File: config.mk
export PLATFORM = sky130hd
export DESIGN_NAME = iod_io_space_decoder
export DESIGN_NICKNAME = d
export VERILOG_FILES = /design/src/common/iod_pkg.sv /design/src/hw/iod_io_space_decoder.sv
export SDC_FILE = /design/constraint.sdc
export NUM_CORES = 1
export LEC_CHECK = 0
export BUFFER_PORTS_ARGS = -buffer_cell sky130_fd_sc_hd__buf_2
export CAP_MARGIN = 20
export CORE_MARGIN = 2
export CORE_UTILIZATION = 48
export DETAILED_ROUTE_END_ITERATION = 10
export GPL_ROUTABILITY_DRIVEN = 0
export PLACE_DENSITY_LB_ADDON = 0.25
export SETUP_SLACK_MARGIN = 0.5
export SLEW_MARGIN = 5
export SYNTH_ARGS = -nofsm -noshare
export SYNTH_HDL_FRONTEND = slang
export SYNTH_SLANG_ARGS = --single-unit
File: constraint.sdc
create_clock -name clk_sys -period 3.5 [get_ports clk_sys]
set_clock_uncertainty 0.1 [all_clocks]
set_input_delay 0.35 -clock clk_sys [delete_from_list [all_inputs] [get_ports clk_sys]]
set_output_delay 0.35 -clock clk_sys [all_outputs]
set_load 0.03 [all_outputs]
File: src/common/iod_pkg.sv
// Summary of operation
// - Single-bit set and clear are accepted only for I/O addresses 0x00 to 0x1F.
// - Skip-if-bit-set and skip-if-bit-clear test one bit in that same low range.
// - Flag bits clear when written with one; writing zero leaves them unchanged.
// - Single-bit set or clear changes only the addressed bit, never others.
// - Short I/O read and write use I/O addresses 0x00 through 0x3F.
// - Data-space address of an I/O register is its I/O address plus 0x20.
// - Short I/O operations carry a six-bit address covering 64 locations only.
// - Extended area 0x60 to 0xFF is reachable only by data-space load and store.
package iod_pkg;

  // ==========================================================================
  // Address space
  localparam int unsigned IO_SIZE        = 64;
  localparam logic [7:0]  BIT_OP_LIMIT   = 8'h1F;
  localparam logic [7:0]  SHORT_IO_LIMIT = 8'h3F;
  localparam logic [7:0]  DATA_IO_OFFSET = 8'h20;
  localparam logic [7:0]  EXT_IO_FIRST   = 8'h60;
  localparam logic [7:0]  REG_RESET      = 8'h00;

  // ==========================================================================
  // Register offsets in I/O space
  localparam logic [5:0] PORT_A_PIN_INPUT  = 6'h00;
  localparam logic [5:0] PORT_A_DIRECTION  = 6'h01;
  localparam logic [5:0] PORT_A_OUTPUT     = 6'h02;
  localparam logic [5:0] PORT_B_PIN_INPUT  = 6'h03;
  localparam logic [5:0] PORT_B_DIRECTION  = 6'h04;
  localparam logic [5:0] PORT_B_OUTPUT     = 6'h05;
  localparam logic [5:0] PORT_C_PIN_INPUT  = 6'h06;
  localparam logic [5:0] PORT_C_DIRECTION  = 6'h07;
  localparam logic [5:0] PORT_C_OUTPUT     = 6'h08;
  localparam logic [5:0] PORT_D_PIN_INPUT  = 6'h09;
  localparam logic [5:0] PORT_D_DIRECTION  = 6'h0A;
  localparam logic [5:0] PORT_D_OUTPUT     = 6'h0B;
  localparam logic [5:0] PORT_E_PIN_INPUT  = 6'h0C;
  localparam logic [5:0] PORT_E_DIRECTION  = 6'h0D;
  localparam logic [5:0] PORT_E_OUTPUT     = 6'h0E;
  localparam logic [5:0] PORT_F_PIN_INPUT  = 6'h0F;
  localparam logic [5:0] PORT_F_DIRECTION  = 6'h10;
  localparam logic [5:0] PORT_F_OUTPUT     = 6'h11;
  localparam logic [5:0] PORT_G_PIN_INPUT  = 6'h12;
  localparam logic [5:0] PORT_G_DIRECTION  = 6'h13;
  localparam logic [5:0] PORT_G_OUTPUT     = 6'h14;
  localparam logic [5:0] TIMER_ZERO_FLAGS  = 6'h15;
  localparam logic [5:0] TIMER_ONE_FLAGS   = 6'h16;
  localparam logic [5:0] TIMER_TWO_FLAGS   = 6'h17;
  localparam logic [5:0] TIMER_ZERO_CONTROL = 6'h24;
  localparam logic [5:0] TIMER_ZERO_COUNT  = 6'h26;
  localparam logic [5:0] TIMER_ZERO_COMPARE = 6'h27;
  localparam logic [5:0] COMPARATOR_CONTROL_STATUS = 6'h30;
  localparam logic [5:0] DEBUG_DATA_CHANNEL = 6'h31;
  localparam logic [5:0] SLEEP_CONTROL     = 6'h33;

  // ==========================================================================
  // Field layouts
  localparam logic [7:0] FULL_MASK        = 8'hFF;
  localparam logic [7:0] PORT_G_OUT_MASK  = 8'h1F;
  localparam logic [7:0] PORT_G_PIN_MASK  = 8'h3F;
  localparam logic [7:0] TIMER_ZERO_FLAG_MASK = 8'h03;
  localparam logic [7:0] TIMER_ONE_FLAG_MASK  = 8'h27;
  localparam logic [7:0] TIMER_TWO_FLAG_MASK  = 8'h03;
  localparam logic [7:0] TIMER_ZERO_CTRL_MASK = 8'h7F;
  localparam logic [7:0] FORCE_COMPARE_MASK   = 8'h80;
  localparam logic [7:0] COMPARATOR_RW_MASK   = 8'hCF;
  localparam logic [7:0] COMPARATOR_OUT_MASK  = 8'h20;
  localparam logic [7:0] COMPARATOR_FLAG_MASK = 8'h10;
  localparam logic [7:0] SLEEP_MASK           = 8'h0F;

  // ==========================================================================
  // Core operations
  typedef enum logic [2:0] {
    IOD_IO_READ,
    IOD_IO_WRITE,
    IOD_IO_BIT_SET,
    IOD_IO_BIT_CLEAR,
    IOD_SKIP_IF_IO_BIT_SET,
    IOD_SKIP_IF_IO_BIT_CLEAR,
    IOD_MEMORY_READ_OP,
    IOD_MEMORY_WRITE_OP
  } iod_op_t;

  // Software-writable, write-one-to-clear, hardware-driven and strobe bits.
  typedef struct packed {
    logic [7:0] rw;
    logic [7:0] w1c;
    logic [7:0] hw;
    logic [7:0] stb;
  } iod_mask_t;

  function automatic iod_mask_t iod_masks(input logic [5:0] idx);
    iod_mask_t m;
    m = '0;
    unique case (idx)
      PORT_A_PIN_INPUT, PORT_B_PIN_INPUT, PORT_C_PIN_INPUT, PORT_D_PIN_INPUT,
      PORT_E_PIN_INPUT, PORT_F_PIN_INPUT: m.hw = FULL_MASK;
      PORT_G_PIN_INPUT: m.hw = PORT_G_PIN_MASK;
      PORT_A_DIRECTION, PORT_A_OUTPUT, PORT_B_DIRECTION, PORT_B_OUTPUT,
      PORT_C_DIRECTION, PORT_C_OUTPUT, PORT_D_DIRECTION, PORT_D_OUTPUT,
      PORT_E_DIRECTION, PORT_E_OUTPUT, PORT_F_DIRECTION, PORT_F_OUTPUT,
      TIMER_ZERO_COUNT, TIMER_ZERO_COMPARE, DEBUG_DATA_CHANNEL: m.rw = FULL_MASK;
      PORT_G_DIRECTION, PORT_G_OUTPUT: m.rw = PORT_G_OUT_MASK;
      TIMER_ZERO_FLAGS: m.w1c = TIMER_ZERO_FLAG_MASK;
      TIMER_ONE_FLAGS: m.w1c = TIMER_ONE_FLAG_MASK;
      TIMER_TWO_FLAGS: m.w1c = TIMER_TWO_FLAG_MASK;
      TIMER_ZERO_CONTROL:
      begin
        m.rw  = TIMER_ZERO_CTRL_MASK;
        m.stb = FORCE_COMPARE_MASK;
      end
      COMPARATOR_CONTROL_STATUS:
      begin
        m.rw  = COMPARATOR_RW_MASK;
        m.hw  = COMPARATOR_OUT_MASK;
        m.w1c = COMPARATOR_FLAG_MASK;
      end
      SLEEP_CONTROL: m.rw = SLEEP_MASK;
      default: m = '0;
    endcase
    return m;
  endfunction

endpackage

File: src/hw/iod_io_space_decoder.sv
`timescale 1ns/10ps
`default_nettype none

module iod_io_space_decoder
  import iod_pkg::*;
(
  // Clock and reset
  input  wire logic       clk_sys,
  input  wire logic       resetn,
  // Core request
  input  wire logic       req_valid,
  input  wire iod_op_t    req_op,
  input  wire logic [7:0] req_addr,
  input  wire logic [2:0] req_bit,
  input  wire logic [7:0] req_wdata,
  // Core answer
  output logic            rsp_valid,
  output logic [7:0]      rsp_rdata,
  output logic            rsp_skip,
  output logic            rsp_refused,
  // Port pins
  input  wire logic [7:0] port_a_pin,
  input  wire logic [7:0] port_b_pin,
  input  wire logic [7:0] port_c_pin,
  input  wire logic [7:0] port_d_pin,
  input  wire logic [7:0] port_e_pin,
  input  wire logic [7:0] port_f_pin,
  input  wire logic [7:0] port_g_pin,
  // Port drivers
  output logic [7:0]      port_a_dir,
  output logic [7:0]      port_a_out,
  output logic [7:0]      port_b_dir,
  output logic [7:0]      port_b_out,
  output logic [7:0]      port_c_dir,
  output logic [7:0]      port_c_out,
  output logic [7:0]      port_d_dir,
  output logic [7:0]      port_d_out,
  output logic [7:0]      port_e_dir,
  output logic [7:0]      port_e_out,
  output logic [7:0]      port_f_dir,
  output logic [7:0]      port_f_out,
  output logic [7:0]      port_g_dir,
  output logic [7:0]      port_g_out,
  // Peripheral events and levels
  input  wire logic [7:0] timer_zero_flag_set,
  input  wire logic [7:0] timer_one_flag_set,
  input  wire logic [7:0] timer_two_flag_set,
  input  wire logic       comparator_flag_set,
  input  wire logic       comparator_level,
  // Peripheral settings
  output logic [7:0]      timer_zero_ctrl,
  output logic            timer_zero_force,
  output logic [7:0]      timer_zero_count,
  output logic [7:0]      timer_zero_compare,
  output logic [7:0]      comparator_ctrl,
  output logic [7:0]      debug_data,
  output logic [7:0]      sleep_ctrl
);

  // ==========================================================================
  // State
  typedef struct packed {
    logic [IO_SIZE-1:0][7:0] regs;
    logic                    rsp_valid;
    logic [7:0]              rsp_rdata;
    logic                    rsp_skip;
    logic                    rsp_refused;
    logic                    force_pulse;
  } iod_state_t;

  iod_state_t st;
  iod_state_t next_st;

  // ==========================================================================
  // Decode and access
  always_comb
  begin
    logic       hit;
    logic       ext;
    logic [5:0] idx;
    logic [7:0] data_idx;
    logic [7:0] cur;
    logic [7:0] readable;
    logic [7:0] bit_sel;
    iod_mask_t  m;

    hit      = 1'b0;
    ext      = 1'b0;
    idx      = 6'h00;
    data_idx = 8'h00;
    next_st  = st;
    next_st.rsp_valid   = 1'b0;
    next_st.rsp_rdata   = 8'h00;
    next_st.rsp_skip    = 1'b0;
    next_st.rsp_refused = 1'b0;
    next_st.force_pulse = 1'b0;

    unique case (req_op)
      IOD_IO_READ, IOD_IO_WRITE:
      begin
        hit = (req_addr <= SHORT_IO_LIMIT);
        idx = req_addr[5:0];
      end
      IOD_IO_BIT_SET, IOD_IO_BIT_CLEAR, IOD_SKIP_IF_IO_BIT_SET, IOD_SKIP_IF_IO_BIT_CLEAR:
      begin
        hit = (req_addr <= BIT_OP_LIMIT);
        idx = req_addr[5:0];
      end
      IOD_MEMORY_READ_OP, IOD_MEMORY_WRITE_OP:
      begin
        data_idx = req_addr - DATA_IO_OFFSET;
        ext      = (req_addr >= EXT_IO_FIRST);
        hit      = !ext && (req_addr >= DATA_IO_OFFSET);
        idx      = data_idx[5:0];
      end
    endcase

    m        = iod_masks(idx);
    cur      = st.regs[idx];
    readable = cur & (m.rw | m.w1c | m.hw);
    bit_sel  = 8'h01 << req_bit;

    if (req_valid)
    begin
      next_st.rsp_valid   = 1'b1;
      next_st.rsp_refused = !hit && !ext;
      if (hit)
      begin
        unique case (req_op)
          IOD_IO_READ, IOD_MEMORY_READ_OP:
          begin
            next_st.rsp_rdata = readable;
          end
          IOD_IO_WRITE, IOD_MEMORY_WRITE_OP:
          begin
            // Only software-writable bits take data; flags clear on one.
            next_st.regs[idx] = (cur & ~m.rw & ~(req_wdata & m.w1c)) | (req_wdata & m.rw);
            next_st.force_pulse = |(req_wdata & m.stb);
          end
          IOD_IO_BIT_SET:
          begin
            next_st.regs[idx] = (cur | (bit_sel & m.rw)) & ~(bit_sel & m.w1c);
            next_st.force_pulse = |(bit_sel & m.stb);
          end
          IOD_IO_BIT_CLEAR:
          begin
            next_st.regs[idx] = cur & ~(bit_sel & m.rw);
          end
          IOD_SKIP_IF_IO_BIT_SET:
          begin
            next_st.rsp_skip = |(readable & bit_sel);
          end
          IOD_SKIP_IF_IO_BIT_CLEAR:
          begin
            next_st.rsp_skip = ~|(readable & bit_sel);
          end
        endcase
      end
    end

    // Hardware updates come last so an event in a clearing cycle wins.
    next_st.regs[PORT_A_PIN_INPUT] = port_a_pin;
    next_st.regs[PORT_B_PIN_INPUT] = port_b_pin;
    next_st.regs[PORT_C_PIN_INPUT] = port_c_pin;
    next_st.regs[PORT_D_PIN_INPUT] = port_d_pin;
    next_st.regs[PORT_E_PIN_INPUT] = port_e_pin;
    next_st.regs[PORT_F_PIN_INPUT] = port_f_pin;
    next_st.regs[PORT_G_PIN_INPUT] = port_g_pin & PORT_G_PIN_MASK;
    next_st.regs[TIMER_ZERO_FLAGS] = next_st.regs[TIMER_ZERO_FLAGS]
                                   | (timer_zero_flag_set & TIMER_ZERO_FLAG_MASK);
    next_st.regs[TIMER_ONE_FLAGS]  = next_st.regs[TIMER_ONE_FLAGS]
                                   | (timer_one_flag_set & TIMER_ONE_FLAG_MASK);
    next_st.regs[TIMER_TWO_FLAGS]  = next_st.regs[TIMER_TWO_FLAGS]
                                   | (timer_two_flag_set & TIMER_TWO_FLAG_MASK);
    next_st.regs[COMPARATOR_CONTROL_STATUS] = (next_st.regs[COMPARATOR_CONTROL_STATUS] & ~COMPARATOR_OUT_MASK)
                                            | ({8{comparator_level}} & COMPARATOR_OUT_MASK)
                                            | ({8{comparator_flag_set}} & COMPARATOR_FLAG_MASK);
  end

  // ==========================================================================
  // Registers
  always_ff @(posedge clk_sys or negedge resetn)
  begin
    if (!resetn)
    begin
      st <= '0;
    end
    else
    begin
      st <= next_st;
    end
  end

  // ==========================================================================
  // Outputs
  assign rsp_valid          = st.rsp_valid;
  assign rsp_rdata          = st.rsp_rdata;
  assign rsp_skip           = st.rsp_skip;
  assign rsp_refused        = st.rsp_refused;
  assign port_a_dir         = st.regs[PORT_A_DIRECTION];
  assign port_a_out         = st.regs[PORT_A_OUTPUT];
  assign port_b_dir         = st.regs[PORT_B_DIRECTION];
  assign port_b_out         = st.regs[PORT_B_OUTPUT];
  assign port_c_dir         = st.regs[PORT_C_DIRECTION];
  assign port_c_out         = st.regs[PORT_C_OUTPUT];
  assign port_d_dir         = st.regs[PORT_D_DIRECTION];
  assign port_d_out         = st.regs[PORT_D_OUTPUT];
  assign port_e_dir         = st.regs[PORT_E_DIRECTION];
  assign port_e_out         = st.regs[PORT_E_OUTPUT];
  assign port_f_dir         = st.regs[PORT_F_DIRECTION];
  assign port_f_out         = st.regs[PORT_F_OUTPUT];
  assign port_g_dir         = st.regs[PORT_G_DIRECTION];
  assign port_g_out         = st.regs[PORT_G_OUTPUT];
  assign timer_zero_ctrl    = st.regs[TIMER_ZERO_CONTROL];
  assign timer_zero_force   = st.force_pulse;
  assign timer_zero_count   = st.regs[TIMER_ZERO_COUNT];
  assign timer_zero_compare = st.regs[TIMER_ZERO_COMPARE];
  assign comparator_ctrl    = st.regs[COMPARATOR_CONTROL_STATUS];
  assign debug_data         = st.regs[DEBUG_DATA_CHANNEL];
  assign sleep_ctrl         = st.regs[SLEEP_CONTROL];

endmodule // iod_io_space_decoder

`default_nettype wire

==> After elaboration in Yosys (flattened, before gate mapping) <==
Cells that the tools add are included.
{ "word_totals": {"ff_bits": 522, "input_bits": 107, "out_inout_bits": 172, "word_cells": 184} }
{ "classes": {"n_addsub": 1, "n_lt_le_gt_ge": 6, "n_eq_ne": 36, "n_shift": 1, "n_mux": 22, "n_bitwise": 25, "reduce_logical": 24} }
{ "ops": {"columns": ["operator", "count"], "rows": [
  ["bitwise mux 512 bit", 3],
  ["case mux 512 bit (3 select lines)", 1],
  ["two-way mux 404 bit", 1],
  ["two-way mux 392 bit", 1],
  ["AND 8 bit", 12],
  ["binary-select mux 8 bit (select 6 bit)", 1],
  ["demux 8 bit (select 6 bit)", 1],
  ["equality test 6 x 4 -> 1 bit, second input constant", 8],
  ["equality test 6 x 5 -> 1 bit, second input constant", 8],
  ["case mux 8 bit (5 select lines)", 1],
  ["equality test 6 bit, second input constant", 6],
  ["two-way mux 8 bit", 4],
  ["NOT 8 bit", 4],
  ["OR 8 bit", 4],
  ["equality test 6 x 3 -> 1 bit, second input constant", 4],
  ["case mux 8 bit (3 select lines)", 1],
  ["OR reduction 8 bit", 3],
  ["case mux 6 bit (3 select lines)", 1],
  ["OR 8 x 2 -> 8 bit", 2],
  ["OR 8 x 6 -> 8 bit", 2],
  ["OR reduction 15 bit", 1],
  ["equality test 3 bit, second input constant", 4],
  ["equality test 6 x 2 -> 1 bit, second input constant", 2],
  ["case mux 6 bit (2 select lines)", 1],
  ["other kinds (25)", 39]
]} }

==> Logic depth before layout (Yosys ltp) <==
{ "depth": {"word_depth": 17, "ltp_mapped": 14, "depth_no_buf": 8} }

==> Worst setup path before layout <==
OpenSTA, ideal clock, no wires.
{ "synth_path": {"kind": "input to register", "from": "in req_addr[1]", "to": "reg st, in the netlist timer_zero_compare[2]", "setup_time_ns": 0.125, "t_arrival_ns": 2.666, "required_ns": 3.275, "path_slack_ns": 0.609, "path_stages": 9, "path_buffers": 3, "cell_sequence": "buf_6 buf_2 mux4_2 a22oi_1 a21oi_1 or4_4 o21a_1 buf_2 mux2_2"} }
{ "synth_between": {"elab_chain_cells": 11, "elab_cells_between_ends": 63, "classes_between": "add/sub: 1; order compare: 6; eq/ne: 23; mux: 12; bitwise: 14; reduce/logical: 7"} }
{ "synth_lines": {"columns": ["item", "line", "rtl"], "rows": [
  ["start: declaration", "iod_io_space_decoder.sv:13", "input wire logic [7:0] req_addr,"],
  ["subtractor 6 bit", "iod_io_space_decoder.sv:111", "data_idx = req_addr - DATA_IO_OFFSET;"],
  ["case mux 6 bit (2 select lines)", "iod_io_space_decoder.sv:98", "unique case (req_op)"],
  ["equality test 6 x 1 -> 1 bit, or another cell as far along", "iod_pkg.sv:93", "unique case (idx)"],
  ["OR reduction 15 bit, or another cell as far along", "iod_pkg.sv:93", null],
  ["case mux 8 bit (5 select lines) or case mux 6 bit (3 select lines) (tied branches)", "iod_pkg.sv:93", null],
  ["NOT 8 bit or AND 8 bit (tied branches)", "iod_io_space_decoder.sv:137", "next_st.regs[idx] = (cur & ~m.rw & ~(req_wdata & m.w1c)) | (req_wdata & m.rw);"],
  ["AND 8 bit or NOT 8 bit (tied branches)", "iod_io_space_decoder.sv:137", null],
  ["AND 8 bit", "iod_io_space_decoder.sv:137", null],
  ["OR 8 bit", "iod_io_space_decoder.sv:137", null],
  ["bitwise mux 512 bit", "iod_io_space_decoder.sv:137", null],
  ["case mux 512 bit (3 select lines)", "iod_io_space_decoder.sv:129", "unique case (req_op)"],
  ["end signal: assignment", "iod_io_space_decoder.sv:190", "st <= next_st;"],
  ["end: declaration", "iod_io_space_decoder.sv:71", "iod_state_t st;"]
]} }
Parallel ways exist; a longest one is shown, timed or not. The select of a mux whose other input is x is not followed.
A chain may end at the register's enable or synchronous reset.

==> Worst setup path in the final report <==
{ "layout_path": {"from": "reg st[514] (netlist bit)", "to": "reg st, in the netlist timer_zero_count[6]"} }
{ "layout_between": {"elab_chain_cells": 7, "elab_cells_between_ends": 12, "classes_between": "mux: 6; bitwise: 6"} }
{ "layout_lines": {"columns": ["item", "line", "rtl"], "rows": [
  ["binary-select mux 8 bit (select 6 bit) *", "iod_io_space_decoder.sv:119", "cur = st.regs[idx];"],
  ["two-way mux 8 bit (not written as such) *", "iod_io_space_decoder.sv:119", null],
  ["AND 8 bit (2 in a row)", "iod_io_space_decoder.sv:137", null],
  ["OR 8 bit", "iod_io_space_decoder.sv:137", null],
  ["bitwise mux 512 bit", "iod_io_space_decoder.sv:137", null],
  ["case mux 512 bit (3 select lines) *", "iod_io_space_decoder.sv:129", null]
]} }
Every way passes the cells marked *; elsewhere a longest branch is shown, timed or not. The select of a mux whose other input is x is not followed.

==> qor.txt <==
status = finished clean
required time of the critical path = 3.88 ns
synthesized area = 0.02305 mm2
dpl cells = 2296
fin crit share = 0.8373
post-synthesis sequential area ratio = 0.5666
Worst Hold Class = in -> reg
TritonCTS clock tree = built
Largest Register = st
H-tree levels = 2
fin cells = 2462
initial DRC count = 1287
Yosys reg bits = 522
total track usage = 0.2549
routed len/inst = 25.32 um
Filler cells = 3818
Slew @ Worst Pin = 0.9372 ns
critical path peak fanout = 17
Sinks on Clock Net = 522
TritonCTS buffer count = 54
fin crit period = 2.930 ns
Max Cap Viol = 0
initial antenna violation count = 0
clk slew on worst S/H paths = 0.06 ns
unrepaired setup endpoints after global routing = no
number of distinct library cells after synthesis = 75
Yosys warnings = 0
hpwl dp = 44.85 mm
drc violations = 0
RR Endpoint = timer_zero_count[6]$_DFFE_PN0P_
syn avg cell area = 12.56 um2
routed wire length = 62.34 mm
Top FF cell, synth = dfrtp_1
drt first pass iters = 5
Cells after Synth = 1835
CP cell instances = mux4_1 -> o22ai_1 -> a311oi_1 -> a211oi_1 -> nor3b_1 -> mux2i_1 -> o22ai_2 -> buf_12 -> mux2_2
Critical Path Source Type = register
via density per instance = 5.599
vias after detailed routing = 13790
FF-to-FF path depth = 9
Crit Path Category = reg -> reg
ys async rst share = 1.000
worst-skew pair later-pin latency = 0.61 ns
Final setup viols = 0
Synth area leaders = dfrtp_1 (57%), mux4_2 (10%), buf_4 (5.8%), clkbuf_1 (5.4%), mux2_2 (4.8%)
relative slew slack = 0.3752
VDD IR max = 333.4 uV
maximum clock rate = 0.3413 GHz
Critical Path Stages = 9
starting density of the core = 0.4849
PwrDens = 510.2 mW/mm2
Max Slew Vio Count = 0
Core ar. = 0.04755 mm2
Multi-input gate area = 0.007032 mm2
Post-synth EDFFs = 0
Routed Antenna Nets = 0
Die Height = 223.2 um
WP buf/inv = 1
GRT overflow = 0
global-route wire length before repair = 93.01 mm
max reg flops = 350
largest area contributor in the netlist = dfrtp_1
clock root buffer master = clkbuf_16
slack of the worst reg-to-reg path = 0.57 ns
Post-CTS Setup Inserts = 0
Layout area overhead = 13.80%
Lkg Pwr = 12.89 nW
largest net degree at the start of global routing = 92
num ports = 279
R2R Path Start = st[514]$_DFFE_PN0P_
CP top delay family = compound AO/OA/AOI/OAI gates
layout cells sized above 1 = 0.3947
PortBufs = 260
Critical Path Source = st[514]$_DFFE_PN0P_
Setup TNS = 0 ns
Die X = 223.2 um
Rows = 80
Crit path largest cell delay = 0.50 ns
Worst setup EP type = register
Arrival @ worst endpoint = 3.31 ns
Die ar. = 0.04980 mm2
vias in the first global route = 14100
Seq. cell area = 0.01306 mm2
slowest CP cell = a211oi_1
n_diodes = 0
Max clock buf depth = 3
syn nets = 1942
Hold Vio Cnt, Final = 0
Yosys top cell area share = 0.5666
Nets = 1910
crit path to = timer_zero_count[6]$_DFFE_PN0P_
where the power goes:
part	switching, W	internal, W
clock	0.00242	0.00369
sequential	0.0000365	0.00610
combinational	0.000696	0.000445
synthesized netlist by cell type (9+ instances only):
library cell and n:
o21ai_0 34, o22ai_1 14, nor2_1 67, nor2b_1 12, nand2b_1 10, mux2_2 98
nand2_1 63, mux4_2 106, mux2i_1 21, a31oi_1 16, a22oi_1 23, nor3_1 24
buf_2 40, a21oi_1 75, nand3_1 26, buf_4 177, dfrtp_1 522, mux4_1 18
clkbuf_1 332, inv_1 15, buf_6 9
how the worst min path moves through the flow:
stage	start	to	slack, ns	cells past startpoint
after floorplan	resetn	async pin	-0.05	0
after global placement	st[482]$_DFFE_PN0P_	st[482]$_DFFE_PN0P_	0.26	0
after detailed placement	st[482]$_DFFE_PN0P_	st[482]$_DFFE_PN0P_	0.26	0
after CTS	req_addr[7]	rsp_refused$_DFF_PN0_	0.03	4
after global routing	req_wdata[7]	timer_zero_force$_DFF_PN0_	0.13	4
final	req_addr[7]	rsp_refused$_DFF_PN0_	0.06	4
what timing repair did:
| item | in CTS | in global routing |
|---|---|---|
| setup endpoints to repair | 0 | 34 |
| hold buffers | 66 | 0 |
| endpoints found under the hold margin | 148 | 0 |
| resized for setup | 0 | 3 |
metrics by stage:
| stage | util | total power (W) | cell area, um2 | worst slack (ns) | hold WS, ns |
|---|---|---|---|---|---|
| 6_report | 0.5518 | 0.01339 | 26240 | 0.5696 | 0.05872 |
| 5_1_grt | 0.5518 | 0.01381 | 26240 | 0.5020 | 0.1251 |
| 4_1_cts | 0.5517 | 0.01346 | 26230 | 0.5939 | 0.03348 |
| 3_5_place_dp | 0.4973 | 0.007320 | 23650 | 0.08005 | 0.2584 |
| 3_3_place_gp | 0.4973 | 0.007308 | 23650 | 0.1301 | 0.2569 |
| 2_1_floorplan | - | 0.006810 | 23050 | 0.6092 | -0.04559 |
final cells by class:
| cell class | count | area share |
|---|---|---|
| multi-input cells | 734 | 0.2680 |
| clock buffers | 77 | 0.06061 |
| well taps | 615 | 0.02933 |
| clock inverters | 23 | 0.01269 |
| inverters | 16 | 0.002289 |
| repair buffers | 475 | 0.1292 |
| flip-flops and latches | 522 | 0.4979 |
layer usage:
metal | global-route usage | vias up | wire, um
met2 | 0.3819 | 648 | 28340
met1 | 0.3669 | 7001 | 26760
met5 | 0 | - | 0
li1 | - | 6027 | -
met4 | 0.09288 | 0 | 2164
met3 | 0.05874 | 109 | 5073
layout by cell type (no fill, tap or decap), types with 16 or more instances in the layout:
master	n
buf_4	127
a31oi_1	16
dlygate4sd3_1	66
o21ai_0	34
nor3_1	18
nand3_1	26
a22oi_1	23
a21oi_1	74
mux4_2	106
buf_12	23
clkbuf_16	56
nand2_1	63
buf_2	257
nor2_1	67
mux2_2	98
dfrtp_1	522
mux2i_1	21
mux4_1	18
logic make-up (layout without fill, tap and decap cells):
| kind of cell | after synthesis | in the layout | synth area share |
|---|---|---|---|
| AOI/OAI and AO/OA | 237 | 237 | 0.06692 |
| xor gates and xnor gates | 1 | 1 | 0.0003800 |
| adders and majority gates | 2 | 2 | 0.0008684 |
| buffers and inverters | 579 | 591 | 0.1303 |
| DFF | 522 | 522 | 0.5666 |
| muxes | 243 | 243 | 0.1810 |
| and+or+nand+nor | 251 | 251 | 0.05389 |
tightest hold or removal path: cells and delay by family:
family	cells	cell delay [ns]
buf+inv	1	0.12
compound gates	1	0.12
simple gates	2	0.11
(Power assumes the default switching activity.)
